### config.mk
export PLATFORM = sky130hd
export DESIGN_NAME = dru_diag_record
export DESIGN_NICKNAME = d
export VERILOG_FILES = /design/src/dru_pkg.sv /design/src/dru_diag_record.sv /design/src/dru_ticker.sv
export SDC_FILE = /design/constraint.sdc
export NUM_CORES = 1
export LEC_CHECK = 0
export CORE_UTILIZATION = 53
export CTS_BUF_LIST = sky130_fd_sc_hd__clkbuf_8
export CTS_CLUSTER_DIAMETER = 200
export DETAILED_ROUTE_END_ITERATION = 10
export DONT_BUFFER_PORTS = 1
export MAX_ROUTING_LAYER = met4
export PLACE_DENSITY_LB_ADDON = 0.1
export SLEW_MARGIN = 15
export SYNTH_ARGS = -nofsm -noshare
export SYNTH_HDL_FRONTEND = slang
export SYNTH_SLANG_ARGS = --single-unit
export TNS_END_PERCENT = 50
### constraint.sdc
create_clock -name clk -period 3.2 [get_ports clk]
set_input_delay 0.64 -clock clk [delete_from_list [all_inputs] [get_ports clk]]
set_output_delay 0.64 -clock clk [all_outputs]
set_load 0.02 [all_outputs]
### src/dru_pkg.sv
// Constants and types shared by the diagnostic record unit.
// Assumes a 100 MHz module clock and a synchronous, active-low reset.
// Function
// (RULE1) Interrupts only when enabled by parameter input.
// (RULE2) Incoming gives record; going follows when cleared.
// (RULE3) Events between incoming and going are discarded.
// (RULE4) Fault lamp lit from incoming to going.
// (RULE5) Six listed fault events raise interrupts.
// (RULE6) Record set 01h full, 00h first four.
// (RULE7) Object index 2F01h full, 2F00h first four.
// (RULE8) Index 5005h, subindex 02h to 13h per field.
// (RULE9) Summary bits 0,2,3,4,7 flag module faults.
// (RULE10) Module class byte reads 15h.
// (RULE11) Internal byte bit3 overflow, bit4 communication.
// (RULE12) Channel kind byte reads 71h, analog input.
// (RULE13) Diagnostic bits per channel read 08h.
// (RULE14) Channel count byte reads 01h.
// (RULE15) Channel map bit0 on any channel error.
// (RULE16) Channel byte0 bits 0,3,6,7; rest reserved.
// (RULE17) Timestamp holds ticker value at event.
// (RULE18) Ticker from zero, per microsecond, wraps 32-bit.
// (RULE19) Flags clear when conditions vanish, summaries recomputed.
// (RULE20) Microsecond tick comes from clock prescaler.
package dru_pkg;

  // Clock and ticker timing
  localparam int CLK_PERIOD_NS = 10;
  localparam int TICK_PERIOD_US = 1;
  localparam int TICK_CYCLES = (TICK_PERIOD_US * 1000) / CLK_PERIOD_NS;
  localparam int TICKER_W = 32;

  // Record layout, byte offsets
  localparam logic [4:0] OFS_SUMMARY = 5'h00;
  localparam logic [4:0] OFS_CLASS = 5'h01;
  localparam logic [4:0] OFS_SPARE = 5'h02;
  localparam logic [4:0] OFS_INTERNAL = 5'h03;
  localparam logic [4:0] OFS_KIND = 5'h04;
  localparam logic [4:0] OFS_BITS = 5'h05;
  localparam logic [4:0] OFS_COUNT = 5'h06;
  localparam logic [4:0] OFS_CHMAP = 5'h07;
  localparam logic [4:0] OFS_CHFAULT = 5'h08;
  localparam logic [4:0] OFS_STAMP = 5'h10;
  localparam logic [4:0] RECORD_LEN = 5'h14;
  localparam logic [4:0] SHORT_LEN = 5'h04;

  // Reset and fixed values
  localparam logic [7:0] RST_SUMMARY = 8'h00;
  localparam logic [7:0] RST_CLASS = 8'h15;
  localparam logic [7:0] RST_SPARE = 8'h00;
  localparam logic [7:0] RST_INTERNAL = 8'h00;
  localparam logic [7:0] RST_KIND = 8'h71;
  localparam logic [7:0] RST_BITS = 8'h08;
  localparam logic [7:0] RST_COUNT = 8'h01;
  localparam logic [7:0] RST_CHMAP = 8'h00;
  localparam logic [7:0] RST_CHFAULT = 8'h00;
  localparam logic [31:0] RST_STAMP = 32'h0000_0000;

  // Field positions
  localparam int SUM_MOD_FAIL = 0;
  localparam int SUM_EXT_ERR = 2;
  localparam int SUM_CH_ERR = 3;
  localparam int SUM_AUX = 4;
  localparam int SUM_PARAM = 7;
  localparam int INT_BUF_OVF = 3;
  localparam int INT_COMM = 4;
  localparam int CH_PARAM = 0;
  localparam int CH_SHORT = 3;
  localparam int CH_UNDER = 6;
  localparam int CH_OVER = 7;
  localparam int MAP_CH0 = 0;

  // Selectors per access path
  localparam logic [7:0] SET_SHORT = 8'h00;
  localparam logic [7:0] SET_FULL = 8'h01;
  localparam logic [15:0] IDX_SHORT = 16'h2f00;
  localparam logic [15:0] IDX_FULL = 16'h2f01;
  localparam logic [15:0] IDX_ETH = 16'h5005;
  localparam logic [7:0] SUB_FIRST = 8'h02;
  localparam logic [7:0] SUB_CHFAULT = 8'h0a;
  localparam logic [7:0] SUB_CHLAST = 8'h11;
  localparam logic [7:0] SUB_STAMP = 8'h13;

  typedef enum logic [2:0]
  {
    DRU_PATH_SET = 3'b001,
    DRU_PATH_CAN = 3'b010,
    DRU_PATH_ETH = 3'b100
  } dru_path_t;

  typedef enum logic [1:0]
  {
    DRU_IDLE = 2'b01,
    DRU_ACTIVE = 2'b10
  } dru_state_t;

  // Live fault conditions from the measuring front end
  typedef struct packed
  {
    logic module_fail;
    logic ext_err;
    logic aux_missing;
    logic param_err;
    logic buf_overflow;
    logic comm_err;
    logic exc_short;
    logic range_under;
    logic range_over;
  } dru_fault_t;

  // Read request and answer
  typedef struct packed
  {
    dru_path_t path;
    logic [7:0] record_set_number;
    logic [15:0] object_index;
    logic [7:0] object_subindex;
    logic [4:0] byte_sel;
  } dru_rd_req_t;

  typedef struct packed
  {
    logic [7:0] data;
    logic err;
  } dru_rd_rsp_t;

endpackage

### src/dru_diag_record.sv
// Diagnostic record, diagnostic interrupt sequencing and fault lamp.
// Fault inputs are synchronous levels; reads come from the backplane
// coupler through record set, object index or subindex selectors.
module dru_diag_record #(
  parameter int CYCLES_PER_US = dru_pkg::TICK_CYCLES,
  parameter int NUM_CH_BYTES = 8
) (
  // Clock and reset
  input wire logic clk,
  input wire logic nrst,
  // Parameter setting and live faults
  input wire logic diag_int_enable,
  input wire dru_pkg::dru_fault_t fault_in,
  // Diagnostic interrupt events and fault lamp
  output logic diag_incoming,
  output logic diag_going,
  output logic fault_lamp,
  // Record read port
  input wire logic rd_req,
  input wire dru_pkg::dru_rd_req_t rd_cmd,
  output logic rd_ack,
  output dru_pkg::dru_rd_rsp_t rd_rsp,
  // Free-running ticker
  output logic [dru_pkg::TICKER_W-1:0] ticker
);

  initial
  begin
    if (NUM_CH_BYTES != 8)
      $error("NUM_CH_BYTES must be 8 for this record layout");
  end

  // Ticker
  dru_ticker #(
    .CYCLES_PER_US(CYCLES_PER_US)
  ) u_ticker (
    .clk(clk),
    .nrst(nrst),
    .ticker(ticker)
  );

  dru_pkg::dru_state_t state_r;
  dru_pkg::dru_state_t state_nxt;
  dru_pkg::dru_fault_t flags_r;
  dru_pkg::dru_fault_t flags_nxt;
  logic [31:0] stamp_r;
  logic any_event;
  logic any_flag;
  logic new_fault;
  logic incoming_r;
  logic going_r;
  logic [7:0] summary;
  logic [7:0] internal_b;
  logic [7:0] ch_byte0;
  logic [7:0] chmap;
  logic [7:0] rec_bytes [0:19];
  logic [7:0] rd_data_r;
  logic rd_err_r;
  logic rd_ack_r;

  // Events that may raise a diagnostic interrupt
  always_comb
  begin
    any_event = fault_in.aux_missing | fault_in.buf_overflow
      | fault_in.comm_err | fault_in.param_err
      | fault_in.range_under | fault_in.range_over; // see (RULE5)
  end

  assign any_flag = |flags_r;
  assign new_fault = |(fault_in & ~flags_r);

  // Interrupt sequencing
  always_comb
  begin
    state_nxt = state_r;
    case (state_r)
      dru_pkg::DRU_IDLE:
      begin
        if (diag_int_enable && any_event)
          state_nxt = dru_pkg::DRU_ACTIVE; // see (RULE1)
      end
      dru_pkg::DRU_ACTIVE:
      begin
        if (!any_event)
          state_nxt = dru_pkg::DRU_IDLE; // see (RULE2)
      end
      default:
        state_nxt = dru_pkg::DRU_IDLE;
    endcase
  end

  always_ff @(posedge clk)
  begin
    if (!nrst)
      state_r <= dru_pkg::DRU_IDLE;
    else
      state_r <= state_nxt;
  end

  // One-cycle incoming and going notifications
  always_ff @(posedge clk)
  begin
    if (!nrst)
    begin
      incoming_r <= 1'b0;
      going_r <= 1'b0;
    end
    else
    begin
      incoming_r <= (state_r == dru_pkg::DRU_IDLE)
        && (state_nxt == dru_pkg::DRU_ACTIVE); // see (RULE1)
      going_r <= (state_r == dru_pkg::DRU_ACTIVE)
        && (state_nxt == dru_pkg::DRU_IDLE); // see (RULE2)
    end
  end

  assign diag_incoming = incoming_r;
  assign diag_going = going_r;

  // Lamp follows the open interrupt window
  assign fault_lamp = (state_r == dru_pkg::DRU_ACTIVE); // see (RULE4)

  // Record flags; frozen against new faults while a window is open
  always_comb
  begin
    if (state_r == dru_pkg::DRU_ACTIVE)
      flags_nxt = flags_r & fault_in; // see (RULE3) (RULE19)
    else
      flags_nxt = fault_in; // see (RULE19)
  end

  always_ff @(posedge clk)
  begin
    if (!nrst)
      flags_r <= '0;
    else
      flags_r <= flags_nxt;
  end

  // Timestamp caught when a new fault enters the record
  always_ff @(posedge clk)
  begin
    if (!nrst)
      stamp_r <= dru_pkg::RST_STAMP;
    else if (state_r == dru_pkg::DRU_IDLE && new_fault)
      stamp_r <= ticker; // see (RULE17)
  end

  // Field bytes, summaries rebuilt from the remaining flags
  always_comb
  begin
    ch_byte0 = dru_pkg::RST_CHFAULT;
    ch_byte0[dru_pkg::CH_PARAM] = flags_r.param_err; // see (RULE16)
    ch_byte0[dru_pkg::CH_SHORT] = flags_r.exc_short; // see (RULE16)
    ch_byte0[dru_pkg::CH_UNDER] = flags_r.range_under; // see (RULE16)
    ch_byte0[dru_pkg::CH_OVER] = flags_r.range_over; // see (RULE16)
    chmap = dru_pkg::RST_CHMAP;
    chmap[dru_pkg::MAP_CH0] = |ch_byte0; // see (RULE15)
    summary = dru_pkg::RST_SUMMARY;
    summary[dru_pkg::SUM_MOD_FAIL] = flags_r.module_fail; // see (RULE9)
    summary[dru_pkg::SUM_EXT_ERR] = flags_r.ext_err; // see (RULE9)
    summary[dru_pkg::SUM_CH_ERR] = |chmap; // see (RULE9) (RULE19)
    summary[dru_pkg::SUM_AUX] = flags_r.aux_missing; // see (RULE9)
    summary[dru_pkg::SUM_PARAM] = flags_r.param_err; // see (RULE9)
    internal_b = dru_pkg::RST_INTERNAL;
    internal_b[dru_pkg::INT_BUF_OVF] = flags_r.buf_overflow; // see (RULE11)
    internal_b[dru_pkg::INT_COMM] = flags_r.comm_err; // see (RULE11)
  end

  // Record image in byte order
  always_comb
  begin
    rec_bytes[dru_pkg::OFS_SUMMARY] = summary;
    rec_bytes[dru_pkg::OFS_CLASS] = dru_pkg::RST_CLASS; // see (RULE10)
    rec_bytes[dru_pkg::OFS_SPARE] = dru_pkg::RST_SPARE;
    rec_bytes[dru_pkg::OFS_INTERNAL] = internal_b;
    rec_bytes[dru_pkg::OFS_KIND] = dru_pkg::RST_KIND; // see (RULE12)
    rec_bytes[dru_pkg::OFS_BITS] = dru_pkg::RST_BITS; // see (RULE13)
    rec_bytes[dru_pkg::OFS_COUNT] = dru_pkg::RST_COUNT; // see (RULE14)
    rec_bytes[dru_pkg::OFS_CHMAP] = chmap;
    rec_bytes[dru_pkg::OFS_CHFAULT] = ch_byte0;
    for (int i = 1; i < 8; i++)
      rec_bytes[5'(i) + dru_pkg::OFS_CHFAULT] = dru_pkg::RST_CHFAULT;
    for (int i = 0; i < 4; i++)
      rec_bytes[5'(i) + dru_pkg::OFS_STAMP] = stamp_r[8*i +: 8];
  end

  // Selector decode: maps a request onto a record byte offset
  logic [4:0] rd_ofs;
  logic rd_bad;
  logic [7:0] sub_rel;

  always_comb
  begin
    rd_ofs = rd_cmd.byte_sel;
    rd_bad = 1'b0;
    sub_rel = rd_cmd.object_subindex - dru_pkg::SUB_FIRST;
    if (rd_cmd.path == dru_pkg::DRU_PATH_SET)
    begin
      if (rd_cmd.record_set_number == dru_pkg::SET_FULL)
        rd_bad = rd_cmd.byte_sel >= dru_pkg::RECORD_LEN; // see (RULE6)
      else if (rd_cmd.record_set_number == dru_pkg::SET_SHORT)
        rd_bad = rd_cmd.byte_sel >= dru_pkg::SHORT_LEN; // see (RULE6)
      else
        rd_bad = 1'b1;
    end
    else if (rd_cmd.path == dru_pkg::DRU_PATH_CAN)
    begin
      if (rd_cmd.object_index == dru_pkg::IDX_FULL)
        rd_bad = rd_cmd.byte_sel >= dru_pkg::RECORD_LEN; // see (RULE7)
      else if (rd_cmd.object_index == dru_pkg::IDX_SHORT)
        rd_bad = rd_cmd.byte_sel >= dru_pkg::SHORT_LEN; // see (RULE7)
      else
        rd_bad = 1'b1;
    end
    else if (rd_cmd.path == dru_pkg::DRU_PATH_ETH)
    begin
      if (rd_cmd.object_index != dru_pkg::IDX_ETH)
        rd_bad = 1'b1;
      else if (rd_cmd.object_subindex == dru_pkg::SUB_STAMP)
      begin
        rd_ofs = dru_pkg::OFS_STAMP + rd_cmd.byte_sel; // see (RULE8)
        rd_bad = rd_cmd.byte_sel >= 5'h04;
      end
      else if (rd_cmd.object_subindex >= dru_pkg::SUB_FIRST
        && rd_cmd.object_subindex <= dru_pkg::SUB_CHLAST)
      begin
        rd_ofs = sub_rel[4:0]; // see (RULE8)
        rd_bad = rd_cmd.byte_sel != 5'h00;
      end
      else
        rd_bad = 1'b1;
    end
    else
      rd_bad = 1'b1;
  end

  // Registered answer, one cycle after the request
  always_ff @(posedge clk)
  begin
    if (!nrst)
    begin
      rd_ack_r <= 1'b0;
      rd_data_r <= 8'h00;
      rd_err_r <= 1'b0;
    end
    else
    begin
      rd_ack_r <= rd_req;
      if (rd_req)
      begin
        rd_err_r <= rd_bad;
        rd_data_r <= rd_bad ? 8'h00 : rec_bytes[rd_ofs]; // see (RULE2)
      end
    end
  end

  assign rd_ack = rd_ack_r;
  assign rd_rsp.data = rd_data_r;
  assign rd_rsp.err = rd_err_r;

endmodule

### src/dru_ticker.sv
// Free-running microsecond ticker with clock prescaler.
// Assumes the module clock period given in the package.
module dru_ticker #(
  parameter int CYCLES_PER_US = dru_pkg::TICK_CYCLES
) (
  // Clock and reset
  input wire logic clk,
  input wire logic nrst,
  // Ticker value
  output logic [dru_pkg::TICKER_W-1:0] ticker
);

  localparam int PW = (CYCLES_PER_US > 1) ? $clog2(CYCLES_PER_US) : 1;
  localparam logic [PW-1:0] PRE_LAST = PW'(CYCLES_PER_US - 1);

  initial
  begin
    if (CYCLES_PER_US < 1)
      $error("CYCLES_PER_US must be at least one");
  end

  logic [PW-1:0] pre_r;
  logic [dru_pkg::TICKER_W-1:0] ticker_r;

  // Prescaler makes one tick per microsecond exactly
  always_ff @(posedge clk)
  begin
    if (!nrst)
      pre_r <= '0;
    else if (pre_r == PRE_LAST)
      pre_r <= '0; // see (RULE20)
    else
      pre_r <= pre_r + PW'(1);
  end

  // Wraps naturally after the all-ones value
  always_ff @(posedge clk)
  begin
    if (!nrst)
      ticker_r <= '0; // see (RULE18)
    else if (pre_r == PRE_LAST)
      ticker_r <= ticker_r + dru_pkg::TICKER_W'(1); // see (RULE18)
  end

  assign ticker = ticker_r;

endmodule
==> metrics.md <==
| Metric | Value |
|---|---|
| Yosys warning count | `0` |
| Synth-to-Final Area Change | `7.12%` |
| Adder-cell share of the synthesized area | `1.53%` |
| Syn avg cell area | `around 9.0 sq um` |
| CTS hold repair buffers | `0` |
| Drt drc | `0` |
| Top_reg_cell synth | `dfxtp_1` |
| Post-synth EDFFs | `0` |
| Pleak | `between 1.5 and 2 nW` |
| WS Path Type | `primary input to flop` |
| Initial Utilization | `a little over half` |
| IO Pins | `just under 100` |
| Clk_lat worst skew | `between 0.3 and 0.4 ns` |
| Mux share of post-synthesis cell area | `a little over a tenth` |
| Final hold viol count | `0` |
| Num CTS Buffers | `9` |
| Post-DP HPWL | `7530 microns` |
| CP max FO | `21` |
| CP peak stage delay | `0.53 ns` |
| Peak VDD IR | `approximately 0.00027 V` |
| Synth async-reset ratio | `0%` |
| Placeable Area | `around 0.0087 sq mm` |
| Via Count | `~3,700` |
| Final number of setup-violating endpoints | `0` |
| Final worst path period share | `between 80% and 90%` |
| Max Cap Viol | `0` |
| Final WL | `10,400 microns` |
| Vias in the first global route | `~3,500` |
| Die Wd | `between 90 and 100 microns` |
| Worst slew margin | `57.2%` |
| Library cells used by synthesis | `65` |
| Sequential element share of the synthesized area | `between 30% and 40%` |
| Finished Cell Area | `0.00508 sq mm` |
| Bufs on Longest Clock Path | `2` |
| # diodes | `0` |
| Via-to-Cell Ratio | `approximately 5.7` |
| Placer Congestion | `0.899` |
| Final setup TNS | `0 ns` |
| Crit-path slowest cell | `or4b_4` |
| Utilization after layout | `58.6%` |
| Crit path top cell by count | `mux2i_1` |
| Largest net degree at the start of global routing | `a little under 90` |
| Gate Count Post-Synth | `528` |
| DIE AREA | `roughly 0.0093 sq mm` |
| CTS tree | `done` |
| Compound-Gate Fraction of Synth Area | `about 11%` |
| Cell Rows | `34` |
| Req. time, crit path | `approximately 3.5 ns` |
| Worst reg-to-reg setup slack | `slightly below 0.6 ns` |
| Fin crit period | `between 2 and 3 ns` |
| First-pass GRT wire length | `17,400 microns` |
| Post-Synth XOR/XNOR Area | `about 5.7%` |
| Worst Max-Slew Pin Slew | `0.642 ns` |
| GR Overflow Total | `0` |
| Post-cts sizing count | `0` |
| Antenna-violating nets left | `0` |
| Root Buffer Master | `clkbuf_8` |
| CP Capture Type | `flop` |
| Worst-path clk slew | `approximately 0.10 ns` |
| Final Slew Violations | `0` |
| CP Launch Type | `primary input` |
| Post-CTS Setup Inserts | `0` |
| Initial antenna violation count | `0` |
| Status | `completed` |
| Hold Crit Class | `primary input to flop` |
| Syn Nets | `approximately 590` |
| H-tree levels | `3` |
| Share of layout cells above drive strength 1 | `approximately 7.9%` |
| Final Skew | `approximately 0.014 ns` |
| Simple-Gate Fraction of Synth Area | `between 20% and 30%` |
| CTS Sinks | `94` |
| Wire length per cell | `between 15 and 20 microns` |
| Critical path arrival | `about 3.0 ns` |
| Die Height | `slightly below 100 microns` |
| Initial DRC Count | `around 120` |
| #FFs+latches synth | `94` |
| PwrDens | `between 400 and 500 mW/mm^2` |
| Total Power | `around 2.5 mW` |
| Overall Global Routing Usage | `23.4%` |
| RSZ-0062 raised after global routing | `no` |
| Final nets | `587` |
| Largest family of logic cells by synthesized area | `simple AND/OR/NAND/NOR gates` |
| Quantity of I/O buffers inserted on ports | `0` |
| Netlist Area Pre-Place | `0.00474 sq mm` |
| Cell Area, Placed | `approximately 0.005 sq mm` |
| F_max | `approximately 370 MHz` |
| Crit-path cells | `or4b_4 > nor4_4 > nand4b_1 > mux2_4 > mux2i_1 > mux2i_1 > a221o_1 > and3_1` |
| Drt pass-1 iters | `4` |
-- stage by stage --
| stage | hold slack (ns) | cells | worst slack [ns] |
|---|---|---|---|
| finish | 0.365 | 642 | 0.505 |
| global placement | 0.445 | 626 | 0.197 |
| global route | 0.358 | 642 | 0.328 |
| detailed placement | 0.473 | 626 | 0.145 |
| floorplan | 0.430 | 528 | 0.294 |
| CTS | 0.346 | 642 | 0.519 |
-- cell families (layout without fill, tap and decap cells) --
family | count (synthesis) | in the layout
flip-flops | 94 | 94
multiplexers | 49 | 49
AO/OA/AOI/OAI | 76 | 76
buffers and inverters | 44 | 50
XOR/XNOR | 31 | 31
adder cells (fa/ha/maj) | 6 | 6
AND/OR/NAND/NOR | 228 | 228
-- state kept, by name (all words and copies together) (netlist names) --
name / cells
stamp_r: 32
u_ticker.ticker: 32
rd_data_r: 8
u_ticker.pre_r: 7
flags_r: 5
ch_byte0: 4
state_r: 2
diag_going: 1
diag_incoming: 1
rd_ack: 1
rd_err_r: 1
-- placed cells by master, fill, tap and decap left out, types with 2 or more instances in the layout --
cell type  count
and3_1         3
nand4_1       15
nand3_1       20
xnor2_1       24
a21boi_0       9
mux2i_1       45
clkbuf_8      10
nor3_2         2
o211ai_1       2
nor3_1         6
and4_1         2
inv_1         21
mux2i_4        2
nand2_1       52
a221oi_1       3
dfxtp_1       94
nor2b_1       39
xor2_1         7
nor4_1         5
or4_1          2
ha_1           5
o22ai_1        3
and2_1        29
clkinv_4       2
a31oi_1        2
o21ai_0       10
buf_4         12
or3_1          7
nor4_4         2
nand2b_1       3
nor2_1        30
a21oi_1       24
a32oi_1        2
o2111ai_1      4
-- worst paths after layout --
path / startpoint / to / cells past startpoint
max reg2reg: u_ticker.ticker[13]$_SDFFE_PN0P_ / u_ticker.ticker[31]$_SDFFE_PN0P_ / 8
max: rd_cmd[24] / rd_data_r[0]$_SDFFE_PN0P_ / 8
min reg2reg: u_ticker.pre_r[0]$_SDFF_PP0_ / u_ticker.pre_r[0]$_SDFF_PP0_ / 1
min: nrst / state_r[0]$_SDFF_PN1_ / 1
-- synthesized netlist by cell type, types with 2 or more instances --
cell	instances	area share (%)
nor3_2	2	0.42
nand4_1	15	2.0
mux2i_4	2	0.95
nand3_1	20	2.1
clkbuf_1	16	1.3
nand2_1	53	4.2
xor2_1	7	1.3
o22ai_1	3	0.40
a21boi_0	9	1.4
ha_1	5	1.3
buf_4	3	0.47
mux2i_1	46	9.7
or4_1	2	0.32
nor2b_1	39	5.1
a32oi_1	2	0.37
nor4_4	2	0.90
a221oi_1	3	0.55
a21oi_1	24	2.5
nor2_1	30	2.4
nand2b_1	3	0.40
nor4_1	5	0.66
dfxtp_1	94	40
and2_1	29	3.8
a31oi_1	2	0.26
or3_1	7	0.92
buf_6	3	0.71
and3_1	3	0.40
and4_1	2	0.37
o211ai_1	2	0.32
nor3_1	6	0.63
inv_1	20	1.6
o21ai_0	10	1.1
xnor2_1	24	4.4
o2111ai_1	4	0.74
-- worst max-delay path: cells and delay by family --
kind / cells / cell delay [ns]
compound gates: 1 / 0.31
mux: 3 / 0.77
simple gates: 4 / 1.22
-- layer usage --
metal  GRT usage (%)  wire length, microns  vias to the layer above  share of wire [%]
li1                -                     -                     1857                  -
met1            30.9                  5050                     1701                 49
met2            35.0                  4640                       90                 45
met3            5.35                   514                       11                5.0
met4            8.50                   153                        0                1.5
met5               -                     0                        -                  0
-- report_power, final --
group / leakage (nW) / switching (mW) / internal, mW
Sequential: 0.761 / 0.0285 / 1.20
Clock: 0.106 / 0.425 / 0.388
Combinational: 1.02 / 0.239 / 0.189
-- layout make-up --
| class | instances | area [sq um] |
|---|---|---|
| inverter | 21 | 78.8 |
| tap | 108 | 135 |
| clock inverter | 6 | 70.1 |
| clock buffer | 10 | 138 |
| sequential | 94 | 1880 |
| multi-input combinational | 390 | 2670 |
| fill | 798 | 3600 |
| timing repair buffer | 13 | 110 |
(Power assumes the default switching activity.)
